[config.mk]
export PLATFORM = sky130hd
export DESIGN_NAME = fpa_panel
export DESIGN_NICKNAME = d
export VERILOG_FILES = /design/src/core/fpa_panel_tail.sv /design/src/core/fpa_pkg.sv /design/src/core/fpa_panel.sv
export VERILOG_INCLUDE_DIRS = /design/src /design/src/core
export SDC_FILE = /design/constraint.sdc
export NUM_CORES = 1
export LEC_CHECK = 0
export BUFFER_PORTS_ARGS = -buffer_cell sky130_fd_sc_hd__buf_2
export CORE_MARGIN = 4
export CORE_UTILIZATION = 49
export DETAILED_ROUTE_END_ITERATION = 10
export HOLD_SLACK_MARGIN = 0.15
export MAX_ROUTING_LAYER = met4
export PLACE_DENSITY = 0.69
export SKIP_CTS_REPAIR_TIMING = 1
export SLEW_MARGIN = 10
export SYNTH_ARGS = -nofsm -noshare
export SYNTH_HDL_FRONTEND = slang
export SYNTH_SLANG_ARGS = --single-unit
[constraint.sdc]
create_clock -name mclk -period 5.6 [get_ports mclk]
set_input_delay 1.12 -clock mclk [delete_from_list [all_inputs] [get_ports mclk]]
set_output_delay 1.12 -clock mclk [all_outputs]
set_load 0.005 [all_outputs]
[src/core/fpa_defs.svh]
`ifndef FPA_DEFS_SVH
`define FPA_DEFS_SVH
// device address and command codes
`define FPA_DEV_ADDR 8'h0A
`define FPA_CMD_RESET 8'h01
`define FPA_CMD_RD_BASIC_STATUS_WORD 8'h02
`define FPA_CMD_SET_BASIC_STATUS_WORD 8'h03
`define FPA_CMD_CLR_BASIC_STATUS_WORD 8'h04
`define FPA_CMD_RD_CTRL 8'h05
`define FPA_CMD_WR_CTRL 8'h06
`define FPA_CMD_RD_DLO 8'h07
`define FPA_CMD_RD_DHI 8'h08
`define FPA_CMD_WR_DLO 8'h09
`define FPA_CMD_WR_DHI 8'h0A
`define FPA_CMD_WR_CMPHI 8'h0B
`define FPA_CMD_WR_CMPLO 8'h0C
`define FPA_CMD_WR_CSET 8'h0D
`define FPA_CMD_RD_CSET 8'h0E
// control register bits
`define FPA_CTL_FETCH 0
`define FPA_CTL_STORE 1
`define FPA_CTL_STOPCHK 2
`define FPA_CTL_REG2 3
`define FPA_CTL_ATTN 4
`define FPA_CTL_KLOCK 5
// basic status word bits
`define FPA_BS_FCMP 0
`define FPA_BS_SCMP 1
`define FPA_BS_SYSCHK 2
`define FPA_BS_PANEL 3
`define FPA_BS_ACT0 4
`define FPA_BS_SEL0 8
`define FPA_BS_START 11
`define FPA_BS_STOP 12
`define FPA_BS_BADCMD 13
`define FPA_BS_INTEN 14
`define FPA_BS_EVTMASK 16'h38F7
`define FPA_BAD_OPCODE 16'hFFFF
// blink half period
`define FPA_BLINK_MS 250
`define FPA_CLK_KHZ 20000
`define FPA_BLINK_CYC (`FPA_BLINK_MS * `FPA_CLK_KHZ)
`endif

[src/core/fpa_panel_tail.sv]
`timescale 1ns/1ps

[src/core/fpa_pkg.sv]
package fpa_pkg;
  typedef enum logic [1:0] {PNL_OFF, PNL_ARMED, PNL_ON} fpa_pnl_t;
  typedef logic [15:0] fpa_word_t;
endpackage

[src/core/fpa_panel.sv]
`timescale 1ns/1ps
`include "fpa_defs.svh"
//////////////////////////////////////////////////////////////////////////////
module fpa_panel import fpa_pkg::*; #(
  parameter int NACT = 4,
  parameter int NSEL = 7,
  parameter int BLINK_CYC = `FPA_BLINK_CYC
) (
  input wire logic mclk,
  input wire logic rst_n,
  input wire logic [15:0] busAddr,
  input wire logic [15:0] busWdata,
  input wire logic busWr,
  input wire logic busRd,
  output logic [15:0] busRdata,
  input wire logic memValid,
  input wire logic memStore,
  input wire logic [31:0] memAddr,
  input wire logic [2:0] memLevel,
  input wire logic memSecondary,
  input wire logic opValid,
  input wire logic [15:0] opCode,
  input wire logic sysCheckIn,
  input wire logic switchReq,
  input wire logic [NACT-1:0] btnAction,
  input wire logic [NSEL-1:0] btnSelect,
  input wire logic btnStart,
  input wire logic btnEnable,
  input wire logic btnClear,
  input wire logic btnReg1,
  input wire logic btnReg2,
  input wire logic keyValid,
  input wire logic [3:0] keyDigit,
  output logic intReq,
  output logic cmpStop,
  output logic progCheck,
  output logic switchGo,
  output logic sysCheckOut,
  output logic stopProc,
  output logic [31:0] hexDisplay,
  output logic reg1Led,
  output logic reg2Led,
  output logic attnLed,
  output logic kbdLockLed
);

  initial begin
    if (NACT < 1 || NACT > 4) $error("NACT must be 1 to 4");
    if (NSEL < 1 || NSEL > 7) $error("NSEL must be 1 to 7");
    if (BLINK_CYC < 2) $error("BLINK_CYC too small");
  end

  //////////////////////////////////////////////////////////////////////////////
  // state
  fpa_word_t basic_status_word_q, basic_status_word_d;
  logic [7:0] ctrl_q, ctrl_d;
  logic [31:0] reg1_q, reg1_d, reg2_q, reg2_d;
  logic [31:0] cmpAddr_q, cmpAddr_d;
  logic [3:0] cset_q, cset_d;
  fpa_pnl_t pnl_q, pnl_d;
  logic [15:0] rdata_q, rdata_d;
  logic [NACT+NSEL+5:0] btn_q;
  logic [NACT+NSEL+5:0] btnNow;
  logic [NACT+NSEL+5:0] press;
  logic [31:0] blink_q, blink_d;
  logic attn_q, attn_d;
  logic int_q, int_d;
  logic cmp_q, cmp_d;
  logic pchk_q, pchk_d;
  logic excPend_q, excPend_d;
  logic swGo_q, swGo_d;
  logic swPend_q, swPend_d;
  logic syschk_q, syschk_d;
  logic stop_q, stop_d;
  logic [31:0] disp_q, disp_d;
  logic led1_q, led1_d, led2_q, led2_d;
  logic kbdLock_q, kbdLock_d;

  // press edges; buttons held for many cycles count once
  assign btnNow = {keyValid, btnReg2, btnReg1, btnClear, btnEnable, btnStart, btnSelect, btnAction};
  assign press = btnNow & ~btn_q;

  //////////////////////////////////////////////////////////////////////////////
  // next state
  logic ours, badCmd, hit, lvlOk, excNow, excAll, swAll, pbOn, sysEvt, rdCode, stopEvt;
  logic [31:0] sel;
  logic [2:0] selCode;
  always_comb begin
    basic_status_word_d = basic_status_word_q;
    ctrl_d = ctrl_q;
    reg1_d = reg1_q;
    reg2_d = reg2_q;
    cmpAddr_d = cmpAddr_q;
    cset_d = cset_q;
    pnl_d = pnl_q;
    rdata_d = 16'h0000;
    badCmd = 1'b0;
    selCode = 3'h0;
    sel = ctrl_q[`FPA_CTL_REG2] ? reg2_q : reg1_q;
    ours = (busAddr[15:8] == `FPA_DEV_ADDR) && (busWr || busRd);
    pbOn = (pnl_q == PNL_ON);
    // a read code issued as a write, or the reverse, is refused as a bad command
    rdCode = (busAddr[7:0] == `FPA_CMD_RD_BASIC_STATUS_WORD) || (busAddr[7:0] == `FPA_CMD_RD_CTRL) ||
             (busAddr[7:0] == `FPA_CMD_RD_DLO) || (busAddr[7:0] == `FPA_CMD_RD_DHI) ||
             (busAddr[7:0] == `FPA_CMD_RD_CSET);
    if (ours && (busRd != rdCode)) badCmd = 1'b1;

    // software commands; writes land first, hardware sets below win
    if (ours && !badCmd) begin
      case (busAddr[7:0])
        `FPA_CMD_RESET: begin
          basic_status_word_d = 16'h0000;
          ctrl_d = 8'h00;
          reg1_d = 32'h0000_0000;
          reg2_d = 32'h0000_0000;
          cmpAddr_d = 32'h0000_0000;
          cset_d = 4'h0;
          pnl_d = PNL_OFF;
        end
        `FPA_CMD_RD_BASIC_STATUS_WORD: rdata_d = basic_status_word_q;
        `FPA_CMD_SET_BASIC_STATUS_WORD: basic_status_word_d = basic_status_word_q | busWdata;
        `FPA_CMD_CLR_BASIC_STATUS_WORD: basic_status_word_d = basic_status_word_q & ~busWdata;
        `FPA_CMD_RD_CTRL: rdata_d = {8'h00, ctrl_q};
        `FPA_CMD_WR_CTRL: ctrl_d = busWdata[7:0];
        `FPA_CMD_RD_DLO: rdata_d = sel[15:0];
        `FPA_CMD_RD_DHI: rdata_d = sel[31:16];
        `FPA_CMD_WR_DLO, `FPA_CMD_WR_DHI: begin
          if (busAddr[7:0] == `FPA_CMD_WR_DLO) sel[15:0] = busWdata;
          else sel[31:16] = busWdata;
          if (ctrl_q[`FPA_CTL_REG2]) reg2_d = sel;
          else reg1_d = sel;
        end
        `FPA_CMD_WR_CMPHI: cmpAddr_d[31:16] = busWdata;
        `FPA_CMD_WR_CMPLO: cmpAddr_d[15:0] = busWdata;
        `FPA_CMD_WR_CSET: cset_d = busWdata[3:0];
        `FPA_CMD_RD_CSET: rdata_d = {12'h000, cset_q};
        default: badCmd = 1'b1;
      endcase
    end

    // address compare; level 0 in setup means any level
    lvlOk = (cset_q[2:0] == 3'h0) ||
            ((cset_q[2:0] == memLevel) && (cset_q[3] == memSecondary));
    // a not-taken branch issues no access, so memValid stays low
    hit = memValid && (memAddr == cmpAddr_q) && lvlOk &&
          (memStore ? ctrl_q[`FPA_CTL_STORE] : ctrl_q[`FPA_CTL_FETCH]);
    if (hit && !memStore) basic_status_word_d[`FPA_BS_FCMP] = 1'b1;
    if (hit && memStore) basic_status_word_d[`FPA_BS_SCMP] = 1'b1;

    // exception and vector switch wait one cycle behind a compare
    excNow = opValid && (opCode == `FPA_BAD_OPCODE);
    excAll = excNow || excPend_q;
    excPend_d = excAll && hit;
    pchk_d = excAll && !hit;
    swAll = switchReq || swPend_q;
    swPend_d = swAll && hit;
    swGo_d = swAll && !hit;
    cmp_d = hit;

    // checks and the stop they may cause
    sysEvt = badCmd || sysCheckIn;
    syschk_d = sysEvt;
    if (badCmd) basic_status_word_d[`FPA_BS_BADCMD] = 1'b1;
    if (sysEvt) basic_status_word_d[`FPA_BS_SYSCHK] = 1'b1;
    stop_d = stop_q;
    stopEvt = ctrl_q[`FPA_CTL_STOPCHK] && (sysEvt || pchk_d);
    if (stopEvt) begin
      stop_d = 1'b1;
      basic_status_word_d[`FPA_BS_STOP] = 1'b1;
    end

    // pushbuttons
    if (pbOn) begin
      for (int i = 0; i < NACT; i++) begin
        if (press[i]) basic_status_word_d[`FPA_BS_ACT0 + i] = 1'b1;
      end
      for (int i = 0; i < NSEL; i++) begin
        if (press[NACT + i]) selCode = 3'(i + 1);
      end
      if (selCode != 3'h0) basic_status_word_d[`FPA_BS_SEL0 +: 3] = selCode;
      if (press[NACT + NSEL]) begin
        basic_status_word_d[`FPA_BS_START] = 1'b1;
        stop_d = stopEvt; // a stop event in the same cycle outlives Start
      end
      if (press[NACT + NSEL + 3]) ctrl_d[`FPA_CTL_REG2] = 1'b0;
      if (press[NACT + NSEL + 4]) ctrl_d[`FPA_CTL_REG2] = 1'b1;
      if (press[NACT + NSEL + 5] && !ctrl_q[`FPA_CTL_KLOCK]) begin
        if (ctrl_q[`FPA_CTL_REG2]) reg2_d = {reg2_q[27:0], keyDigit};
        else reg1_d = {reg1_q[27:0], keyDigit};
      end
      if (press[NACT + NSEL + 2]) begin
        basic_status_word_d[`FPA_BS_PANEL] = 1'b0;
        reg1_d = 32'h0000_0000;
        reg2_d = 32'h0000_0000;
        ctrl_d[`FPA_CTL_ATTN] = 1'b0;
        ctrl_d[`FPA_CTL_REG2] = 1'b0;
      end
    end

    // enable arms (or turns an enabled panel off), Start completes the enable; enable works while off
    if (press[NACT + NSEL + 1]) pnl_d = (pnl_q == PNL_ON) ? PNL_OFF : PNL_ARMED;
    else if (pnl_q == PNL_ARMED && press[NACT + NSEL]) begin
      pnl_d = PNL_ON;
      basic_status_word_d[`FPA_BS_PANEL] = 1'b1;
      basic_status_word_d[`FPA_BS_INTEN] = 1'b1;
    end

    // interrupt is a level off the sticky bits
    int_d = basic_status_word_d[`FPA_BS_INTEN] && ((basic_status_word_d & `FPA_BS_EVTMASK) != 16'h0000);

    // display follows the next selection so it never lags a write
    disp_d = ctrl_d[`FPA_CTL_REG2] ? reg2_d : reg1_d;
    led1_d = !ctrl_d[`FPA_CTL_REG2];
    led2_d = ctrl_d[`FPA_CTL_REG2];
    kbdLock_d = ctrl_q[`FPA_CTL_KLOCK]; // indicator trails the lock bit

    // blink runs regardless of panel enable
    blink_d = blink_q;
    attn_d = 1'b0;
    if (ctrl_q[`FPA_CTL_ATTN]) begin
      attn_d = attn_q;
      if (blink_q >= 32'(BLINK_CYC - 1)) begin
        blink_d = 32'h0000_0000;
        attn_d = !attn_q;
      end else begin
        blink_d = blink_q + 32'h0000_0001;
      end
    end else begin
      blink_d = 32'h0000_0000;
    end
  end

  //////////////////////////////////////////////////////////////////////////////
  // registers
  always_ff @(posedge mclk or negedge rst_n) begin
    if (!rst_n) begin
      basic_status_word_q <= 16'h0000;
      ctrl_q <= 8'h00;
      reg1_q <= 32'h0000_0000;
      reg2_q <= 32'h0000_0000;
      cmpAddr_q <= 32'h0000_0000;
      cset_q <= 4'h0;
      pnl_q <= PNL_OFF;
      rdata_q <= 16'h0000;
      btn_q <= '0;
      blink_q <= 32'h0000_0000;
      attn_q <= 1'b0;
      int_q <= 1'b0;
      cmp_q <= 1'b0;
      pchk_q <= 1'b0;
      excPend_q <= 1'b0;
      swGo_q <= 1'b0;
      swPend_q <= 1'b0;
      syschk_q <= 1'b0;
      stop_q <= 1'b0;
      disp_q <= 32'h0000_0000;
      led1_q <= 1'b1;
      led2_q <= 1'b0;
      kbdLock_q <= 1'b0;
    end else begin
      basic_status_word_q <= basic_status_word_d;
      ctrl_q <= ctrl_d;
      reg1_q <= reg1_d;
      reg2_q <= reg2_d;
      cmpAddr_q <= cmpAddr_d;
      cset_q <= cset_d;
      pnl_q <= pnl_d;
      rdata_q <= rdata_d;
      btn_q <= btnNow;
      blink_q <= blink_d;
      attn_q <= attn_d;
      int_q <= int_d;
      cmp_q <= cmp_d;
      pchk_q <= pchk_d;
      excPend_q <= excPend_d;
      swGo_q <= swGo_d;
      swPend_q <= swPend_d;
      syschk_q <= syschk_d;
      stop_q <= stop_d;
      disp_q <= disp_d;
      led1_q <= led1_d;
      led2_q <= led2_d;
      kbdLock_q <= kbdLock_d;
    end
  end

  //////////////////////////////////////////////////////////////////////////////
  // outputs, all straight from flops
  assign busRdata = rdata_q;
  assign intReq = int_q;
  assign cmpStop = cmp_q;
  assign progCheck = pchk_q;
  assign switchGo = swGo_q;
  assign sysCheckOut = syschk_q;
  assign stopProc = stop_q;
  assign hexDisplay = disp_q;
  assign reg1Led = led1_q;
  assign reg2Led = led2_q;
  assign attnLed = attn_q;
  assign kbdLockLed = kbdLock_q;

endmodule

# ---- Yosys cells after proc, flatten, opt, wreduce, memory -nomap -nowiden
# Cells that the tools add are included.
dict set report op_classes {
  n_addsub 1
  order_cmp 1
  eq_ne 23
  muxes 72
  bitwise_logic 5
  reduce_logical 52
}
# op n
set ops {}
lappend ops {{32-bit 2-to-1 mux} 16}
lappend ops {{32-bit case mux with 2 select lines} 2}
lappend ops {{16-bit case mux with 5 select lines} 1}
lappend ops {{8-bit by 4-bit equality test with 1-bit output (second input constant)} 8}
lappend ops {{16-bit case mux with 2 select lines} 2}
lappend ops {{16-bit 2-to-1 mux} 3}
lappend ops {{16-bit case mux with 3 select lines} 1}
lappend ops {{32-bit by 1-bit adder with 32-bit output (second input constant)} 1}
lappend ops {{32-bit equality test} 1}
lappend ops {{8-bit by 3-bit equality test with 1-bit output (second input constant)} 4}
lappend ops {{32-bit by 23-bit greater-or-equal comparator with 1-bit output (second input constant)} 1}
lappend ops {{1-bit 2-to-1 mux} 28}
lappend ops {{3-bit 2-to-1 mux} 8}
lappend ops {{1-bit logical AND} 18}
lappend ops {{17-bit AND} 1}
lappend ops {{17-bit inverter} 1}
lappend ops {{16-bit AND} 1}
lappend ops {{16-bit equality test (second input constant)} 1}
lappend ops {{8-bit by 2-bit equality test with 1-bit output (second input constant)} 2}
lappend ops {{16-bit inverter} 1}
lappend ops {{16-bit bitwise OR} 1}
lappend ops {{8-bit case mux with 2 select lines} 1}
lappend ops {{16-bit nonzero test} 1}
lappend ops {{15-bit 2-to-1 mux} 1}
lappend ops {{other kinds (19)} 49}
dict set report totals {
  regBits 235
  in_bits 114
  output_inout_bits 58
}

# ---- Logic depth before layout (Yosys ltp)
# Gate-level depths: netlist of run 1.
dict set report depth {
  word_depth 17
  depth_mapped 10
  mapped_depth_nobuf 8
}

# ---- Least setup slack after synthesis of run 1
# OpenSTA, ideal clock, no wires.
dict set report synth_timing {
  path_kind {input -> register}
  from {input busAddr[7]}
  to {register disp_q[10], in the netlist hexDisplay[10]}
  setup_time_ns 0.125
  arrival_time_ns 3.043
  path_slack_ns 2.432
  stages 9
  path_buffers 2
  cell_sequence {or4_4 a21oi_2 a21oi_1 nor3_2 a31oi_1 o32a_1 buf_2 buf_6 mux2_4}
}
dict set report synth_via {
  elab_chain_cells 16
  elab_cells_between_ends 41
  cone_classes {eq/ne (10); mux (23); reduce/logical (8)}
}
# item line_no
set synth_rtl {}
lappend synth_rtl {{start, declared} fpa_panel.sv:11} ;# input wire logic [15:0] busAddr,
lappend synth_rtl {{8-bit by 2-bit equality test with 1-bit output or 8-bit by 3-bit equality test with 1-bit output (tied branches)} n/a}
lappend synth_rtl {{1-bit logical OR (4 in series)} fpa_panel.sv:103} ;# rdCode = (busAddr[7:0] == `FPA_CMD_RD_BASIC_STATUS_WORD) || (busAddr[7:0] == `FPA_CMD_RD_CTRL) ||
lappend synth_rtl {{1-bit != test} fpa_panel.sv:106} ;# if (ours && (busRd != rdCode)) badCmd = 1'b1;
lappend synth_rtl {{1-bit logical AND} fpa_panel.sv:106}
lappend synth_rtl {{1-bit 2-to-1 mux} fpa_panel.sv:106}
lappend synth_rtl {{1-bit zero test} fpa_panel.sv:109} ;# if (ours && !badCmd) begin
lappend synth_rtl {{1-bit logical AND} fpa_panel.sv:109}
lappend synth_rtl {{32-bit 2-to-1 mux or 5-bit 2-to-1 mux (tied branches)} fpa_panel.sv:109}
lappend synth_rtl {{32-bit 2-to-1 mux or 1-bit 2-to-1 mux (tied branches)} {fpa_panel.sv:188, fpa_panel.sv:185}}
lappend synth_rtl {{32-bit 2-to-1 mux or 1-bit 2-to-1 mux (tied branches)} {fpa_panel.sv:187, fpa_panel.sv:186}}
lappend synth_rtl {{32-bit 2-to-1 mux or 2-bit 2-to-1 mux (tied branches)} fpa_panel.sv:191} ;# if (press[NACT + NSEL + 2]) begin
lappend synth_rtl {{32-bit 2-to-1 mux or 2-bit 2-to-1 mux (tied branches)} fpa_panel.sv:173} ;# if (pbOn) begin
lappend synth_rtl {{32-bit 2-to-1 mux (*)} fpa_panel.sv:212} ;# disp_d = ctrl_d[`FPA_CTL_REG2] ? reg2_d : reg1_d;
lappend synth_rtl {{via disp_d[10]} fpa_panel.sv:75} ;# logic [31:0] disp_q, disp_d;
lappend synth_rtl {{end signal, assigned} fpa_panel.sv:280} ;# disp_q <= disp_d;
lappend synth_rtl {{end, declared} fpa_panel.sv:75}
# Mark *: on every way through the listed nets, which the timed path passes. The rest lies on a longest branch.
# A chain may end at the register's enable or synchronous reset.

# ---- Worst setup path after layout of run 1
dict set report layout_timing {
  from {input busAddr[7]}
  to {register disp_q[30], in the netlist hexDisplay[30]}
}
# Same word-level chain as after synthesis.

==> results_dict.tcl, run 1 <==
set metrics [dict create \
    status "complete, no violations" \
    vdd_drop_max_mv 0.2158 \
    rr_endpoint "hexDisplay[30]$_DFF_PN0_" \
    p_leak_nw 6.209 \
    antenna_found_initial 2 \
    maxCapViolCount 0 \
    cp_max_fo 18 \
    fp-row-count 55 \
    first_global_vias 9333 \
    hold_depth 0 \
    async_flop_share_pct 100.0 \
    worstHoldStart "ctrl_q[5]$_DFFE_PN0P_" \
    die_h_um 160.7 \
    hold_viol 0 \
    placed_area_mm2 0.01246 \
    drv_slew 0 \
    clk_pin_slew_ns 0.06 \
    yosysUniqueCellTypes 68 \
    crit_path_frequent_cell "nor3_2" \
    htreeDepth 1 \
    drive_above_1_share_pct 23.58 \
    numCtsBuffers 26 \
    clk_path_buf_depth 3 \
    grt_pass1_wl_mm 53.42 \
    num_io_pins 172 \
    worst_path_largest_cell_delay_ns 0.63 \
    hpwl_mm 23.03 \
    wirelength_mm 34.56 \
    whs_endpoint "kbdLockLed$_DFF_PN0_" \
    viasPerCell 6.018 \
    synth-seq-cells 234 \
    syn2layout_area_growth_pct 17.12 \
    fin_crit_sh_pct 65.53 \
    final_cell_mix "dfrtp_1 (233), buf_2 (170), nand2_1 (148)" \
    rsz0062_at_grt "no" \
    ant_nets 0 \
    path_class "in -> reg" \
    cts_tree "done" \
    start_kind "input pin" \
    seq_area_frac_synth_pct 51.29 \
    setup_viol 0 \
    worst_skew_pair.late_latency_ns 0.54 \
    r2r_start "pnl_q[0]$_DFFE_PN0P_" \
    grtUsageTotal_pct 26.85 \
    r2r_cells 7 \
    final_area_mm2 0.01337 \
    io_buffers 171 \
    maxSlewHeadroom_pct 24.57 \
    die_w_um 160.7 \
    coreArea_mm2 0.02278 \
    num-fill-cells 1905 \
    synth_edf_count 0 \
    powerDensity_mw_per_mm2 403.7 \
    crit_required_ns 6.01 \
    overflow 0 \
    vias 9659 \
    syn-cell-area_mm2 0.01142 \
    grt_max_degree 132 \
    initial_core_util_pct 50.13 \
    drtPass1Iterations 5 \
    fmax_mhz 272.5 \
    fin_hold_ws_ns 0.4635 \
    hold_path_class "reg -> reg" \
    layout_commonest_cell "dfrtp_1" \
    synthCells 1128 \
    synth_warnings 0 \
    finalCriticalPeriod_ns 3.670 \
    slowest_stage "o32a_2" \
    r2r_slack_ns 2.31 \
    cts.sinks 234 \
    cts-root-buf "clkbuf_16" \
    finClkSkew_ns 0.01996 \
    gp_congestion 0.9234 \
    synth_flop_cell "dfrtp_1" \
    cp_cell_sequence "buf_2 -> nor4_4 -> o21ai_2 -> nor3_2 -> nor3_2 -> a31oi_1 -> o32a_2 -> buf_4 -> mux2_4" \
    drc 0 \
    wl_per_cell_um 21.54 \
    p_total_mw 5.399 \
    nets 1385 \
    worst_slew_pin_slew_ns 1.123 \
    drt_iter0_drc 1188 \
    worstSetupEndpointType "flip-flop" \
    syn_avg_cell_area_um2 10.12 \
    worst-endpoint-arrival_ns 4.08 \
    die-area_mm2 0.02581 \
    tns_ns 0 \
]
==> critical path: cells and delay by family <==
kind                   cells  cell delay [ns]
and+or+nand+nor            3             0.98
AOI/OAI and AO/OA          3             1.03
muxes                      1             0.34
buffers and inverters      2             0.59
==> cells in the mapped netlist (12+ instances only) <==
cell | count | area share, %
a31oi_1 | 69 | 3.8
o21ai_0 | 79 | 3.5
buf_2 | 21 | 0.92
dfrtp_1 | 233 | 51
nor4_1 | 15 | 0.82
nand2_1 | 148 | 4.9
inv_1 | 15 | 0.49
xor2_1 | 46 | 3.5
nand3_1 | 31 | 1.4
mux2_2 | 12 | 1.2
clkbuf_1 | 52 | 1.7
a22o_1 | 36 | 2.8
mux2_4 | 28 | 3.7
nor2_1 | 77 | 2.5
a21oi_1 | 43 | 1.9
nand2b_1 | 16 | 0.88
mux2i_1 | 24 | 2.1
nand4_1 | 39 | 2.1
o22ai_1 | 13 | 0.71
==> worst max path at each step <==
stage / depth (start not counted) / startpoint / to / slack, ns
floorplan: 9 / busAddr[7] / hexDisplay[10]$_DFF_PN0_ / 2.43
global placement: 9 / busAddr[7] / hexDisplay[10]$_DFF_PN0_ / 1.58
detailed placement: 9 / busAddr[7] / hexDisplay[28]$_DFF_PN0_ / 1.45
CTS: 9 / busAddr[7] / hexDisplay[28]$_DFF_PN0_ / 2.01
global route: 9 / busAddr[7] / hexDisplay[22]$_DFF_PN0_ / 1.87
finish: 9 / busAddr[7] / hexDisplay[30]$_DFF_PN0_ / 1.93
==> per-stage QoR <==
stage / util [%] / instances / worst slack [ns]
2_1_floorplan: - / 1136 / 2.432
5_1_grt: 58.70 / 1604 / 1.872
4_1_cts: 58.68 / 1602 / 2.008
6_report: 58.71 / 1605 / 1.930
3_3_place_gp: 54.70 / 1555 / 1.583
3_5_place_dp: 54.70 / 1555 / 1.446
==> power breakdown <==
part | total [mW] | internal, mW | leakage (nW) | switching [mW]
registers | 2.32 | 2.06 | 3.05 | 0.262
logic | 1.29 | 0.600 | 2.71 | 0.687
clock network | 1.79 | 1.07 | 0.443 | 0.714
==> metal layers <==
layer / GRT usage, % / routed length [µm]
met1: 38.37 / 14860
met2: 39.22 / 15320
met3: 4.439 / 3111
met4: 9.073 / 1273
met5: - / 0
==> cells by family (layout without fill, tap and decap cells) <==
kind of cell	Yosys count	after routing	synth area share, %
flip-flops	234	234	51.29
buffers and inverters	96	249	3.780
adder cells (fa/ha/maj)	1	1	0.1096
XOR/XNOR	56	56	4.295
AO/OA/AOI/OAI	279	279	15.65
multiplexers	65	65	7.068
AND/OR/NAND/NOR	396	396	17.77
other	1	12	0.03284
==> flip-flops by register name, summed over array words and instances, names as in the netlist, 2 cells and up <==
signal               cells
blink_q                 32
ctrl_q                   8
btn_q                   17
basic_status_word_q     16
pnl_q                    2
reg1_q                  32
reg2_q                  32
busRdata                16
cmpAddr_q               32
hexDisplay              32
cset_q                   4
==> layout make-up <==
class	instances	area (µm²)	area share, %
Inverter	15	56.30	0.4210
Timing Repair Buffer	187	985.9	7.373
Clock inverter	15	171.4	1.282
Antenna cell	3	7.507	0.05614
Tap cell	313	391.6	2.929
Clock buffer	32	734.5	5.492
Multi-Input combinational cell	806	5169	38.65
Sequential cell	234	5857	43.80
(Power assumes the default switching activity.)
==> run 2: changes to the inputs <==
--- a/config.mk
+++ b/config.mk
@@ -12,7 +12,7 @@
 export DETAILED_ROUTE_END_ITERATION = 10
 export HOLD_SLACK_MARGIN = 0.15
 export MAX_ROUTING_LAYER = met4
-export PLACE_DENSITY = 0.69
+export PLACE_DENSITY = 0.72
 export SKIP_CTS_REPAIR_TIMING = 1
 export SLEW_MARGIN = 10
 export SYNTH_ARGS = -nofsm -noshare
==> constraint.sdc (replaced) <==
create_clock -name mclk -period 3.2 [get_ports mclk]
set_input_delay 0.64 -clock mclk [delete_from_list [all_inputs] [get_ports mclk]]
set_output_delay 0.64 -clock mclk [all_outputs]
set_load 0.005 [all_outputs]
==> run 2 against run 1 <==
  * Sequential cell count did not move
  * Critical endpoint is now reg2Led
  * Hold slack got worse by 0.24 ns
  * Non-clock buffer count rose by 29
  * Count of clock-buffer cells in the layout rose by 8
  * Via count rose by 1.7%
  * Final cell count rose by 1.7%
  * Sequential power rose by 75%
  * Critical path depth fell by 6
  * Sequential share of layout area fell by 0.76 points
  * Clock power rose by 72%
  * Register-to-register slack got worse by 1.5 ns
==> results_dict.tcl, run 2 (same netlist as run 1, synthesis figures left out) <==
set metrics [dict create \
    status "complete, no violations" \
    diodes 0 \
    path_class "reg -> out" \
    gp_congestion 0.9806 \
    setup_viol 0 \
    hold_path_class "in -> reg" \
    die-area_mm2 0.02581 \
    io_buffers 171 \
    cp_cell_sequence "buf_4 -> buf_4 -> buf_2" \
    place_ws_ns 0.09987 \
    maxCapViolCount 0 \
    syn2layout_area_growth_pct 19.18 \
    drive_above_1_share_pct 25.17 \
    r2r_slack_ns 0.80 \
    wirelength_mm 35.44 \
    finalCriticalPeriod_ns 2.640 \
    fin_crit_sh_pct 82.50 \
    viasPerCell 6.019 \
    die_h_um 160.7 \
    r2r_cells 8 \
    powerDensity_mw_per_mm2 692.0 \
    initial_core_util_pct 50.13 \
    numCtsBuffers 26 \
    fp-row-count 55 \
    drv_slew 0 \
    whs_endpoint "btn_q[10]$_DFF_PN0_" \
    rr_endpoint "hexDisplay[4]$_DFF_PN0_" \
    p_total_mw 9.417 \
    crit_path_frequent_cell "buf_4" \
    vias 9823 \
    hpwl_mm 24.17 \
    ant_nets 0 \
    clk_pin_slew_ns 0.06 \
    clk_path_buf_depth 3 \
    worst_slew_pin_slew_ns 0.8644 \
    r2r_start "pnl_q[0]$_DFFE_PN0P_" \
    grtUsageTotal_pct 27.87 \
    wl_per_cell_um 21.72 \
    worstSetupEndpointType "output port" \
    cts.sinks 234 \
    cp_top_family "buffers and inverters" \
    drt_iter0_drc 1112 \
    final_cell_mix "dfrtp_1 (233), buf_2 (170), nand2_1 (148)" \
    crit_required_ns 2.56 \
    nets 1414 \
    fin_hold_ws_ns 0.2232 \
    vdd_drop_max_mv 0.3797 \
    first_global_vias 9726 \
    worst-endpoint-arrival_ns 2.00 \
    tns_ns 0 \
    cp_max_fo 18 \
    coreArea_mm2 0.02278 \
    hold_viol 0 \
    critical_path_buf_inv_count 3 \
    worstHoldStart "btnSelect[6]" \
    worst_skew_pair.late_latency_ns 0.53 \
    start_kind "flip-flop" \
    p_leak_nw 6.368 \
    fmax_mhz 378.8 \
    drc 0 \
    layout_commonest_cell "dfrtp_1" \
    antenna_found_initial 0 \
    maxSlewHeadroom_pct 41.93 \
    slowest_stage "dfrtp_1" \
    cts-root-buf "clkbuf_16" \
    finClkSkew_ns 0.01090 \
    grt_pass1_wl_mm 55.71 \
    grt_max_degree 118 \
    worst_path_largest_cell_delay_ns 0.63 \
    die_w_um 160.7 \
    layout_setup_ws_ns 0.5600 \
    htreeDepth 1 \
    hold_depth 1 \
    num_io_pins 172 \
    rsz0062_at_grt "no" \
    overflow 0 \
    cts_tree "done" \
    drtPass1Iterations 6 \
]
-- run 2: worst max path at each step --
stage | start | endpoint | slack (ns) | depth (start not counted)
6_report | ctrl_q[3]$_DFF_PN0_ | reg2Led | 0.56 | 3
5_1_grt | busAddr[7] | hexDisplay[31]$_DFF_PN0_ | 0.49 | 9
4_1_cts | ctrl_q[3]$_DFF_PN0_ | reg2Led | 0.55 | 3
3_5_place_dp | busAddr[7] | hexDisplay[31]$_DFF_PN0_ | 0.1 | 9
3_3_place_gp | busAddr[3] | intReq$_DFF_PN0_ | 0.15 | 9
2_1_floorplan | busAddr[7] | hexDisplay[10]$_DFF_PN0_ | 0.51 | 9
-- run 2: layer usage --
layer	up-vias	share of wire [%]	GRT usage, %
li1	4405	-	-
met1	4820	42	38.26
met2	498	45	41.37
met3	100	8.4	5.363
met4	0	4.2	10.56
met5	-	0	-
-- run 2: area by class of cell --
| type | instances | area [µm²] |
|---|---|---|
| multi-input combinational | 806 | 5169 |
| sequential | 234 | 5857 |
| clock buffer | 40 | 823.3 |
| fill | 1970 | 9170 |
| timing repair buffer | 216 | 1231 |
| tap | 313 | 391.6 |
| inverter | 15 | 56.30 |
| clock inverter | 8 | 80.08 |
-- run 2: through the flow --
stage	utilization (%)	cell area, µm²	cells
2_1_floorplan	-	11450	1136
3_3_place_gp	55.73	12690	1583
3_5_place_dp	55.73	12690	1583
4_1_cts	59.70	13600	1631
5_1_grt	59.74	13610	1632
6_report	59.74	13610	1632
-- run 2: report_power, final --
part / internal [mW] / leakage, nW / switching, mW
Sequential: 3.61 / 3.05 / 0.465
Combinational: 1.08 / 2.86 / 1.19
Clock: 1.85 / 0.454 / 1.23
Total: 6.54 / 6.37 / 2.88
